**config.mk**
```make
export PLATFORM = sky130hd
export DESIGN_NAME = iam_matcher
export DESIGN_NICKNAME = d
export VERILOG_FILES = /design/src/hw/iam_pkg.sv /design/src/hw/iam_matcher.sv
export VERILOG_INCLUDE_DIRS = /design/src /design/src/hw
export SDC_FILE = /design/constraint.sdc
export NUM_CORES = 2
export LEC_CHECK = 0
export ABC_AREA = 0
export BUFFER_PORTS_ARGS = -buffer_cell sky130_fd_sc_hd__buf_4
export CAP_MARGIN = 30
export CORE_ASPECT_RATIO = 0.75
export CORE_MARGIN = 4
export CORE_UTILIZATION = 40
export DETAILED_ROUTE_END_ITERATION = 16
export MAX_ROUTING_LAYER = met4
export PLACE_DENSITY = 0.53
export SYNTH_ARGS = -nofsm -noshare
export SYNTH_HDL_FRONTEND = slang
export SYNTH_SLANG_ARGS = --single-unit
```
**constraint.sdc**
```tcl
create_clock -name mclk -period 5.2 [get_ports mclk]
set_clock_uncertainty 0.2 [all_clocks]
set_input_delay 0.52 -clock mclk [delete_from_list [all_inputs] [get_ports mclk]]
set_output_delay 0.52 -clock mclk [all_outputs]
set_load 0.05 [all_outputs]
```
**src/hw/iam_consts.svh**
```systemverilog
// Purpose : register map, field positions and reset values of the entry matcher
// Assumes : included by its bare name
// Notes   : byte addresses on the avalon-mm slave
`ifndef IAM_CONSTS_SVH
`define IAM_CONSTS_SVH

// ----------------------------------------------------------------------------
// sizes
// ----------------------------------------------------------------------------
`define IAM_NUM_ENTRY   8
`define IAM_NUM_PORT    8

// ----------------------------------------------------------------------------
// register map
// ----------------------------------------------------------------------------
`define IAM_ENT_LAST    8'h7f
`define IAM_W_CTRL      2'h0
`define IAM_W_PORT      2'h1
`define IAM_W_VAL       2'h2
`define IAM_BIND_ADDR   8'h80
`define IAM_STAT_ADDR   8'h84

// ----------------------------------------------------------------------------
// control word fields
// ----------------------------------------------------------------------------
`define IAM_C_VALID     0
`define IAM_C_DENY      1
`define IAM_C_LIST      2
`define IAM_C_DPM       4
`define IAM_C_TOSM      6
`define IAM_C_ICMPM     8
`define IAM_C_CODE      10
`define IAM_C_FLG       12

// ----------------------------------------------------------------------------
// value word fields and binding fields
// ----------------------------------------------------------------------------
`define IAM_V_DSCP      0
`define IAM_V_PREC      8
`define IAM_V_LSEL      12
`define IAM_V_ICMP      16
`define IAM_V_CODE      24
`define IAM_B_STRIDE    3

// ----------------------------------------------------------------------------
// reset values
// ----------------------------------------------------------------------------
`define IAM_RST_WORD    32'h0000_0000
`define IAM_RST_CNT     16'h0000

`endif

```
**src/hw/iam_pkg.sv**
```systemverilog
// Purpose : mode types of the entry matcher
// Assumes : codes match the 2-bit fields of the control word
// Notes   : 2'b11 is illegal in every field and fails the entry
package iam_pkg;

   typedef enum logic [1:0] {
      DP_ANY    = 2'b00,
      DP_SINGLE = 2'b01,
      DP_RANGE  = 2'b10
   } iam_dport_mode_t;

   typedef enum logic [1:0] {
      TOS_ANY  = 2'b00,
      TOS_DSCP = 2'b01,
      TOS_PREC = 2'b10
   } iam_tos_mode_t;

   typedef enum logic [1:0] {
      ICMP_ANY  = 2'b00,
      ICMP_LIST = 2'b01,
      ICMP_NUM  = 2'b10
   } iam_icmp_mode_t;

   typedef enum logic [1:0] {
      FLG_DC    = 2'b00,
      FLG_SET   = 2'b01,
      FLG_UNSET = 2'b10
   } iam_flag_mode_t;

endpackage

```
**src/hw/iam_matcher.sv**
```systemverilog
// Purpose : classify parsed ingress frames against bound access-control entries
// Assumes : one parsed frame per cycle at most, fields valid with frm_valid
// Notes   : verdict one cycle after the frame; lowest matching entry wins
//
// Operation
// - single destination port mode passes only an equal 16-bit destination port
// - range destination port mode passes ports between lower and upper bound
// - service criterion any ignores the service field
// - dscp mode passes only an equal six-bit code point
// - precedence mode passes only an equal three-bit precedence
// - icmp type any puts no icmp constraint on the frame
// - list mode passes only the icmp type chosen from the fixed set
// - numeric identifier mode passes only an equal eight-bit icmp type
// - icmp code any ignores the icmp code
// - user code mode passes only an equal icmp code
// - urgent flag is set, unset or don't-care
// - acknowledgment flag is set, unset or don't-care
// - push flag is set, unset or don't-care
// - connection-reset flag is set, unset or don't-care
// - synchronize flag is set, unset or don't-care
// - finish flag is set, unset or don't-care
// - each port is bound to one list when its bound bit is set; only that list is evaluated, an unbound port evaluates none
// - deny hit discards the frame; permit hit forwards and learns
//
// Local design decisions: the Avalon-MM interface to the registers and the address map.
`timescale 1ns/10ps
`include "iam_consts.svh"

module iam_matcher (
   // clock and reset
   input  wire logic        mclk,
   input  wire logic        reset,
   // avalon-mm register slave
   input  wire logic [7:0]  avs_address,
   input  wire logic        avs_read,
   input  wire logic        avs_write,
   input  wire logic [31:0] avs_writedata,
   input  wire logic [3:0]  avs_byteenable,
   output logic      [31:0] avs_readdata,
   output logic             avs_waitrequest,
   // parsed frame from the ingress ports
   input  wire logic        frm_valid,
   input  wire logic [2:0]  frm_port,
   input  wire logic        frm_is_tcp,
   input  wire logic        frm_is_icmp,
   input  wire logic [15:0] frm_dport,
   input  wire logic [7:0]  frm_tos,
   input  wire logic [7:0]  frm_icmp_type,
   input  wire logic [7:0]  frm_icmp_code,
   input  wire logic [5:0]  frm_tcp_flags,
   // verdict
   output logic             res_valid,
   output logic             res_hit,
   output logic      [2:0]  res_entry,
   output logic             res_drop,
   output logic             res_learn
);

   // ----------------------------------------------------------------------------
   // storage
   // ----------------------------------------------------------------------------
   logic [31:0] ent_ctrl_reg [`IAM_NUM_ENTRY];
   logic [31:0] ent_port_reg [`IAM_NUM_ENTRY];
   logic [31:0] ent_val_reg  [`IAM_NUM_ENTRY];
   logic [31:0] bind_reg;
   logic [15:0] permit_cnt_reg;
   logic [15:0] deny_cnt_reg;
   logic [31:0] rd_next;
   logic        wr_take;
   logic [7:0]  hit_vec;
   logic        any_hit;
   logic [2:0]  win_idx;
   logic [31:0] win_ctrl;
   logic [31:0] win_port;
   logic [31:0] win_val;
   logic        port_bound;
   logic [1:0]  port_list;

   // ----------------------------------------------------------------------------
   // helpers
   // ----------------------------------------------------------------------------
   // address lies inside the entry window on a mapped word
   function automatic logic is_entry(input logic [7:0] a);
      is_entry = (a <= `IAM_ENT_LAST) && (a[3:2] != 2'h3);
   endfunction

   // byte-lane merge so partial writes leave the other lanes alone
   function automatic logic [31:0] merge(input logic [31:0] old, input logic [31:0] nw,
                                         input logic [3:0] be);
      merge = old;
      for (int b = 0; b < 4; b++) begin
         if (be[b]) begin
            merge[b*8 +: 8] = nw[b*8 +: 8];
         end
      end
   endfunction

   // fixed set of selectable icmp types
   function automatic logic [7:0] icmp_list(input logic [2:0] sel);
      unique case (sel)
         3'h0: icmp_list = 8'h00;  // echo reply
         3'h1: icmp_list = 8'h03;  // destination unreachable
         3'h2: icmp_list = 8'h04;  // source quench
         3'h3: icmp_list = 8'h05;  // redirect
         3'h4: icmp_list = 8'h08;  // echo request
         3'h5: icmp_list = 8'h0b;  // time exceeded
         3'h6: icmp_list = 8'h0c;  // parameter problem
         3'h7: icmp_list = 8'h0d;  // timestamp
      endcase
   endfunction

   // tri-state check of one tcp flag bit
   function automatic logic flag_ok(input logic [1:0] m, input logic bit_v);
      unique case (iam_pkg::iam_flag_mode_t'(m))
         iam_pkg::FLG_DC:    flag_ok = 1'b1;
         iam_pkg::FLG_SET:   flag_ok = bit_v;
         iam_pkg::FLG_UNSET: flag_ok = ~bit_v;
         default:            flag_ok = 1'b0;
      endcase
   endfunction

   // one entry against the current frame, all criteria anded
   function automatic logic entry_hit(input int unsigned e);
      logic [31:0] c;
      logic [31:0] p;
      logic [31:0] v;
      logic        ok;
      logic [1:0]  fm;
      c  = ent_ctrl_reg[e];
      p  = ent_port_reg[e];
      v  = ent_val_reg[e];
      ok = c[`IAM_C_VALID];
      fm = 2'h0;
      unique case (iam_pkg::iam_dport_mode_t'(c[`IAM_C_DPM +: 2]))
         iam_pkg::DP_ANY:    ok = ok;
         iam_pkg::DP_SINGLE: ok = ok & (frm_dport == p[15:0]);
         iam_pkg::DP_RANGE:  ok = ok & (frm_dport >= p[15:0]) & (frm_dport <= p[31:16]);
         default:            ok = 1'b0;
      endcase
      unique case (iam_pkg::iam_tos_mode_t'(c[`IAM_C_TOSM +: 2]))
         iam_pkg::TOS_ANY:  ok = ok;
         iam_pkg::TOS_DSCP: ok = ok & (frm_tos[7:2] == v[`IAM_V_DSCP +: 6]);
         iam_pkg::TOS_PREC: ok = ok & (frm_tos[7:5] == v[`IAM_V_PREC +: 3]);
         default:           ok = 1'b0;
      endcase
      // icmp criteria can only pass on a frame that carries an icmp header
      unique case (iam_pkg::iam_icmp_mode_t'(c[`IAM_C_ICMPM +: 2]))
         iam_pkg::ICMP_ANY:  ok = ok;
         iam_pkg::ICMP_LIST: ok = ok & frm_is_icmp & (frm_icmp_type == icmp_list(v[`IAM_V_LSEL +: 3]));
         iam_pkg::ICMP_NUM:  ok = ok & frm_is_icmp & (frm_icmp_type == v[`IAM_V_ICMP +: 8]);
         default:            ok = 1'b0;
      endcase
      if (c[`IAM_C_CODE]) begin
         ok = ok & frm_is_icmp & (frm_icmp_code == v[`IAM_V_CODE +: 8]);
      end  // code bit clear: code ignored
      // flags sit fin..urg at bits 0..5, as in the tcp header
      for (int k = 0; k < 6; k++) begin
         fm = c[`IAM_C_FLG + 2*k +: 2];
         if (fm != 2'h0) begin
            ok = ok & frm_is_tcp & flag_ok(fm, frm_tcp_flags[k]);
         end
      end
      entry_hit = ok;
   endfunction

   // ----------------------------------------------------------------------------
   // avalon-mm slave
   // ----------------------------------------------------------------------------
   // write commits only at the edge where waitrequest is seen low
   assign wr_take = avs_write & ~avs_waitrequest;

   // one wait cycle per access, then one cycle low to close it
   always_ff @(posedge mclk) begin
      if (reset) begin
         avs_waitrequest <= 1'b1;
      end else if ((avs_read | avs_write) & avs_waitrequest) begin
         avs_waitrequest <= 1'b0;
      end else begin
         avs_waitrequest <= 1'b1;
      end
   end

   // read mux; unmapped words read as zero
   always_comb begin
      rd_next = `IAM_RST_WORD;
      if (is_entry(avs_address)) begin
         unique case (avs_address[3:2])
            `IAM_W_CTRL: rd_next = ent_ctrl_reg[avs_address[6:4]];
            `IAM_W_PORT: rd_next = ent_port_reg[avs_address[6:4]];
            default:     rd_next = ent_val_reg[avs_address[6:4]];
         endcase
      end else if (avs_address == `IAM_BIND_ADDR) begin
         rd_next = bind_reg;
      end else if (avs_address == `IAM_STAT_ADDR) begin
         rd_next = {deny_cnt_reg, permit_cnt_reg};
      end
   end

   // read data caught in the wait cycle so it stands at the closing edge
   always_ff @(posedge mclk) begin
      if (reset) begin
         avs_readdata <= `IAM_RST_WORD;
      end else if (avs_read & avs_waitrequest) begin
         avs_readdata <= rd_next;
      end
   end

   // entry words; a write during traffic takes effect from the next frame
   always_ff @(posedge mclk) begin
      if (reset) begin
         for (int i = 0; i < `IAM_NUM_ENTRY; i++) begin
            ent_ctrl_reg[i] <= `IAM_RST_WORD;
            ent_port_reg[i] <= `IAM_RST_WORD;
            ent_val_reg[i]  <= `IAM_RST_WORD;
         end
      end else if (wr_take & is_entry(avs_address)) begin
         unique case (avs_address[3:2])
            `IAM_W_CTRL: ent_ctrl_reg[avs_address[6:4]] <=
               merge(ent_ctrl_reg[avs_address[6:4]], avs_writedata, avs_byteenable);
            `IAM_W_PORT: ent_port_reg[avs_address[6:4]] <=
               merge(ent_port_reg[avs_address[6:4]], avs_writedata, avs_byteenable);
            default:     ent_val_reg[avs_address[6:4]] <=
               merge(ent_val_reg[avs_address[6:4]], avs_writedata, avs_byteenable);
         endcase
      end
   end

   // port binding table: per port, bound bit and list number
   always_ff @(posedge mclk) begin
      if (reset) begin
         bind_reg <= `IAM_RST_WORD;
      end else if (wr_take & (avs_address == `IAM_BIND_ADDR)) begin
         bind_reg <= merge(bind_reg, avs_writedata, avs_byteenable) & 32'h00ff_ffff;
      end
   end

   // ----------------------------------------------------------------------------
   // classification
   // ----------------------------------------------------------------------------
   // binding of the arriving port
   assign port_bound = bind_reg[`IAM_B_STRIDE*frm_port];
   assign port_list  = bind_reg[`IAM_B_STRIDE*frm_port + 1 +: 2];

   // entries of other lists are never looked at
   always_comb begin
      for (int i = 0; i < `IAM_NUM_ENTRY; i++) begin
         hit_vec[i] = port_bound & (ent_ctrl_reg[i][`IAM_C_LIST +: 2] == port_list) &
                      entry_hit(i);
      end
   end

   // lowest index wins: the loop runs downward so the last write is the lowest
   always_comb begin
      any_hit = 1'b0;
      win_idx = 3'h0;
      for (int i = `IAM_NUM_ENTRY - 1; i >= 0; i--) begin
         if (hit_vec[i]) begin
            any_hit = 1'b1;
            win_idx = 3'(i);
         end
      end
   end

   assign win_ctrl = ent_ctrl_reg[win_idx];
   assign win_port = ent_port_reg[win_idx];
   assign win_val  = ent_val_reg[win_idx];

   // verdict, one cycle after the frame; no hit means forward
   always_ff @(posedge mclk) begin
      if (reset) begin
         res_valid <= 1'b0;
         res_hit   <= 1'b0;
         res_entry <= 3'h0;
         res_drop  <= 1'b0;
         res_learn <= 1'b0;
      end else begin
         res_valid <= frm_valid;
         res_hit   <= frm_valid & any_hit;
         res_entry <= win_idx;
         res_drop  <= frm_valid & any_hit & win_ctrl[`IAM_C_DENY];
         res_learn <= frm_valid & ~(any_hit & win_ctrl[`IAM_C_DENY]);
      end
   end

   // hit counters, wrapping; read back on the status word
   always_ff @(posedge mclk) begin
      if (reset) begin
         permit_cnt_reg <= `IAM_RST_CNT;
         deny_cnt_reg   <= `IAM_RST_CNT;
      end else if (frm_valid & any_hit) begin
         if (win_ctrl[`IAM_C_DENY]) begin
            deny_cnt_reg <= deny_cnt_reg + 16'h0001;
         end else begin
            permit_cnt_reg <= permit_cnt_reg + 16'h0001;
         end
      end
   end

   // ----------------------------------------------------------------------------
   // assertions
   // ----------------------------------------------------------------------------
   a_single_dport: assert property (@(posedge mclk) disable iff (reset)
      frm_valid && any_hit && win_ctrl[`IAM_C_DPM +: 2] == 2'h1 |-> frm_dport == win_port[15:0])
      else $error("single port hit with unequal port");

   a_range_dport: assert property (@(posedge mclk) disable iff (reset)
      frm_valid && any_hit && win_ctrl[`IAM_C_DPM +: 2] == 2'h2
      |-> frm_dport >= win_port[15:0] && frm_dport <= win_port[31:16])
      else $error("range hit outside bounds");

   a_dscp_equal: assert property (@(posedge mclk) disable iff (reset)
      frm_valid && any_hit && win_ctrl[`IAM_C_TOSM +: 2] == 2'h1
      |-> frm_tos[7:2] == win_val[`IAM_V_DSCP +: 6])
      else $error("dscp hit with other code point");

   a_prec_equal: assert property (@(posedge mclk) disable iff (reset)
      frm_valid && any_hit && win_ctrl[`IAM_C_TOSM +: 2] == 2'h2
      |-> frm_tos[7:5] == win_val[`IAM_V_PREC +: 3])
      else $error("precedence hit with other value");

   a_code_equal: assert property (@(posedge mclk) disable iff (reset)
      frm_valid && any_hit && win_ctrl[`IAM_C_CODE]
      |-> frm_is_icmp && frm_icmp_code == win_val[`IAM_V_CODE +: 8])
      else $error("code hit with other code");

   a_tcp_only: assert property (@(posedge mclk) disable iff (reset)
      frm_valid && any_hit && !frm_is_tcp |-> win_ctrl[`IAM_C_FLG +: 12] == 12'h000)
      else $error("non-tcp frame hit a flag entry");

   a_flag_set: assert property (@(posedge mclk) disable iff (reset)
      frm_valid && any_hit && win_ctrl[`IAM_C_FLG + 2 +: 2] == 2'h1 |-> frm_tcp_flags[1])
      else $error("set flag hit with flag clear");

   a_flag_unset: assert property (@(posedge mclk) disable iff (reset)
      frm_valid && any_hit && win_ctrl[`IAM_C_FLG + 10 +: 2] == 2'h2 |-> !frm_tcp_flags[5])
      else $error("unset flag hit with flag set");

   a_bound_list: assert property (@(posedge mclk) disable iff (reset)
      frm_valid && !port_bound |=> res_valid && !res_hit && !res_drop)
      else $error("unbound port produced a hit");

   a_deny_drop: assert property (@(posedge mclk) disable iff (reset)
      frm_valid && any_hit |=> res_drop == $past(win_ctrl[`IAM_C_DENY]) && res_learn != res_drop)
      else $error("deny hit not dropped");

   a_wait_cycle: assert property (@(posedge mclk) disable iff (reset)
      (avs_read || avs_write) && avs_waitrequest |=> !avs_waitrequest ##1 avs_waitrequest)
      else $error("access not closed in one wait cycle");

endmodule

```
==> qor.yml <==
clk_path_buf_depth: 3
drt_first_pass_iters: 6
grt_setup_unrepaired: "yes"
layout_common_cells: "976 x nor2_1, 768 x edfxtp_1, 406 x a22oi_1"
die_area_sq_mm: 0.1271
yosysWarnings: 0
layout-drive-gt1-share_pct: 10.53
grt.total_usage_pct: 32.91
status: "finished, final reports clean"
die_y_um: 309.7
cts.sink_count: 864
final_util_pct: 46.37
final_common_cell: "nor2_1"
synth-seq-cells: 864
grt_pass1_vias: 38700
netlist-cell-type-count: 86
syn_inst: 4759
core-area_sq_mm: 0.1203
crit_fanout: 23
cts_root_buf: "clkbuf_16"
vias: 40940
ir_drop_mv: 0.2374
synth_nets: 5168
seq_area_frac_synth_pct: 51.47
fmax_mhz: 198.9
preCtsSetupSlack_ns: -0.09770
start_util_pct: 40.35
avgSynthCellArea_sq_um: 10.20
antenna_found_initial: 5
synth.area.top_cells: "edfxtp_1 48%, ha_1 7.9%, nor2_1 7.6%"
power.density_mw_per_mm2: 311.2
cp-end-kind: "flop"
drt-initial-drc-count: 6471
cap_violations: 0
timing.hold.ws_ns: 0.04253
wirelength_um: 208000
grt_max_degree: 83
min_path_type: "in -> reg"
die_w_um: 410.3
start_kind: "flop"
hpwl_um: 147800
final_max_slew_viol_count: 0
drc_errors: 0
synth_flop_cell: "edfxtp_1"
htree_levels: 3
seqCellArea_sq_mm: 0.02498
io_pins: 140
grt-ovfl-total: 0
clk_latency_ns: 0.75
arrival_ns: 5.48
cts_tree: "built"
layout.nets: 5325
grt_pass1_wl_um: 291700
vias_per_cell: 6.178
setup_viol: 0
area_growth_pct: 14.90
required_ns: 5.66
fillers: 11450
mappedNetlistArea_sq_mm: 0.04854
fin_ws_ns: 0.1731
gp_congestion: 0.9872
timing.final.hold_violations: 0
multi_input_area_sq_mm: 0.02151
p_leak_nw: 21.23
path_clk_slew_ns: 0.06
cts_buffers: 95
total_power_w: 0.01736
worstSetupPathType: "reg -> reg"
period_needed_ns: 5.027
synth_top_area_share_pct: 47.51
synth-edff-count: 768
ant_nets: 0
fp-row-count: 110
wire_per_inst_um: 31.40
relSlewSlack_pct: 23.29
async_flop_share_pct: 0
port_buffers: 137
yosys.area.top_type: "edfxtp_1"
fin_crit_sh_pct: 96.67
worst_pin_slew_ns: 1.145
metal layers:
| metal | share of wire (%) | global-route usage [%] | vias up | wire (um) |
|---|---|---|---|---|
| li1 | - | - | 17790 | - |
| met1 | 44 | 47.67 | 20280 | 91260 |
| met2 | 40 | 44.70 | 2531 | 83230 |
| met3 | 13 | 8.888 | 343 | 26920 |
| met4 | 3.2 | 9.617 | 0 | 6624 |
| met5 | 0 | - | - | 0 |
logic make-up (layout without fill, tap and decap cells):
group                      count (synthesis)  in the layout  synth area share [%]
other                                      0              6                     0
DFF                                      864            864                 51.47
AOI/OAI and AO/OA                       1011           1011                 14.00
and+or+nand+nor                         1685           1685                 15.95
buffers and inverters                    581            818                 4.542
muxes                                    107            107                 2.420
xor gates and xnor gates                 202            202                 3.645
adders and majority gates                309            309                 7.980
final timing paths:
path	slack (ns)	end	from	depth (start not counted)
worst max-delay path	0.17	deny_cnt_reg[7]	ent_port_reg[6][8]	17
worst min-delay path	0.04	avs_readdata[24]	reset	2
worst max register to register	0.17	deny_cnt_reg[7]	ent_port_reg[6][8]	17
worst min register to register	0.29	avs_readdata[8]	avs_readdata[8]	2
synth_stat cells, types with 96 or more instances:
master and count:
inv_1 305, xor2_1 117, edfxtp_1 768, dfxtp_1 96
clkbuf_1 246, ha_1 308, nand4_1 177, nor2_1 980
nand2_1 152, a22oi_1 406, o21ai_1 96, a21oi_1 200
report_power, final:
part           total [W]  switching, W  internal [W]
Combinational    0.00231       0.00165      0.000659
Clock            0.00711       0.00308       0.00403
Sequential       0.00794      0.000174       0.00777
Total             0.0174       0.00491        0.0125
worst max-delay path: stages (launching register included):
cell and delay [ns]:
edfxtp_1 0.63, inv_2 0.08, ha_1 0.29, nand4_1 0.21, buf_4 0.22, or4_4 0.46
o21ai_2 0.15, buf_4 0.13, nand2b_1 0.05, or4b_4 0.50, nor4_4 0.38, nor3b_1 0.09
a2bb2oi_1 0.17, a311oi_2 0.42, o21bai_2 0.13, buf_12 0.17, or4_1 0.52, a21oi_2 0.14
timing repair:
item / CTS / global route
resized for setup: 2 / 6
pin swaps: 3 / 6
hold endpoints to repair: 28 / 0
hold buffers: 27 / 0
buffers inserted: 0 / 1
endpoints found under the setup margin: 11 / 30
through the flow:
step           instances  setup TNS (ns)  instance area (sq um)
2_1_floorplan       4759               0                  48540
3_3_place_gp        6411         -0.3893                  52220
3_5_place_dp        6414         -0.4249                  52270
4_1_cts             6618               0                  55720
5_1_grt             6623        -0.03329                  55770
6_report            6626               0                  55780
cell type report:
cell class                 count  share of cell area [%]
antenna                        6                 0.02692
clock buffer                 120                   4.540
clock inverter                57                   1.157
inverter                     306                   2.059
multi-input combinational   3314                   38.56
sequential                   864                   44.79
tap                         1624                   3.643
timing repair buffer         335                   5.222
No activity file was read; power rests on OpenSTA's default activity.
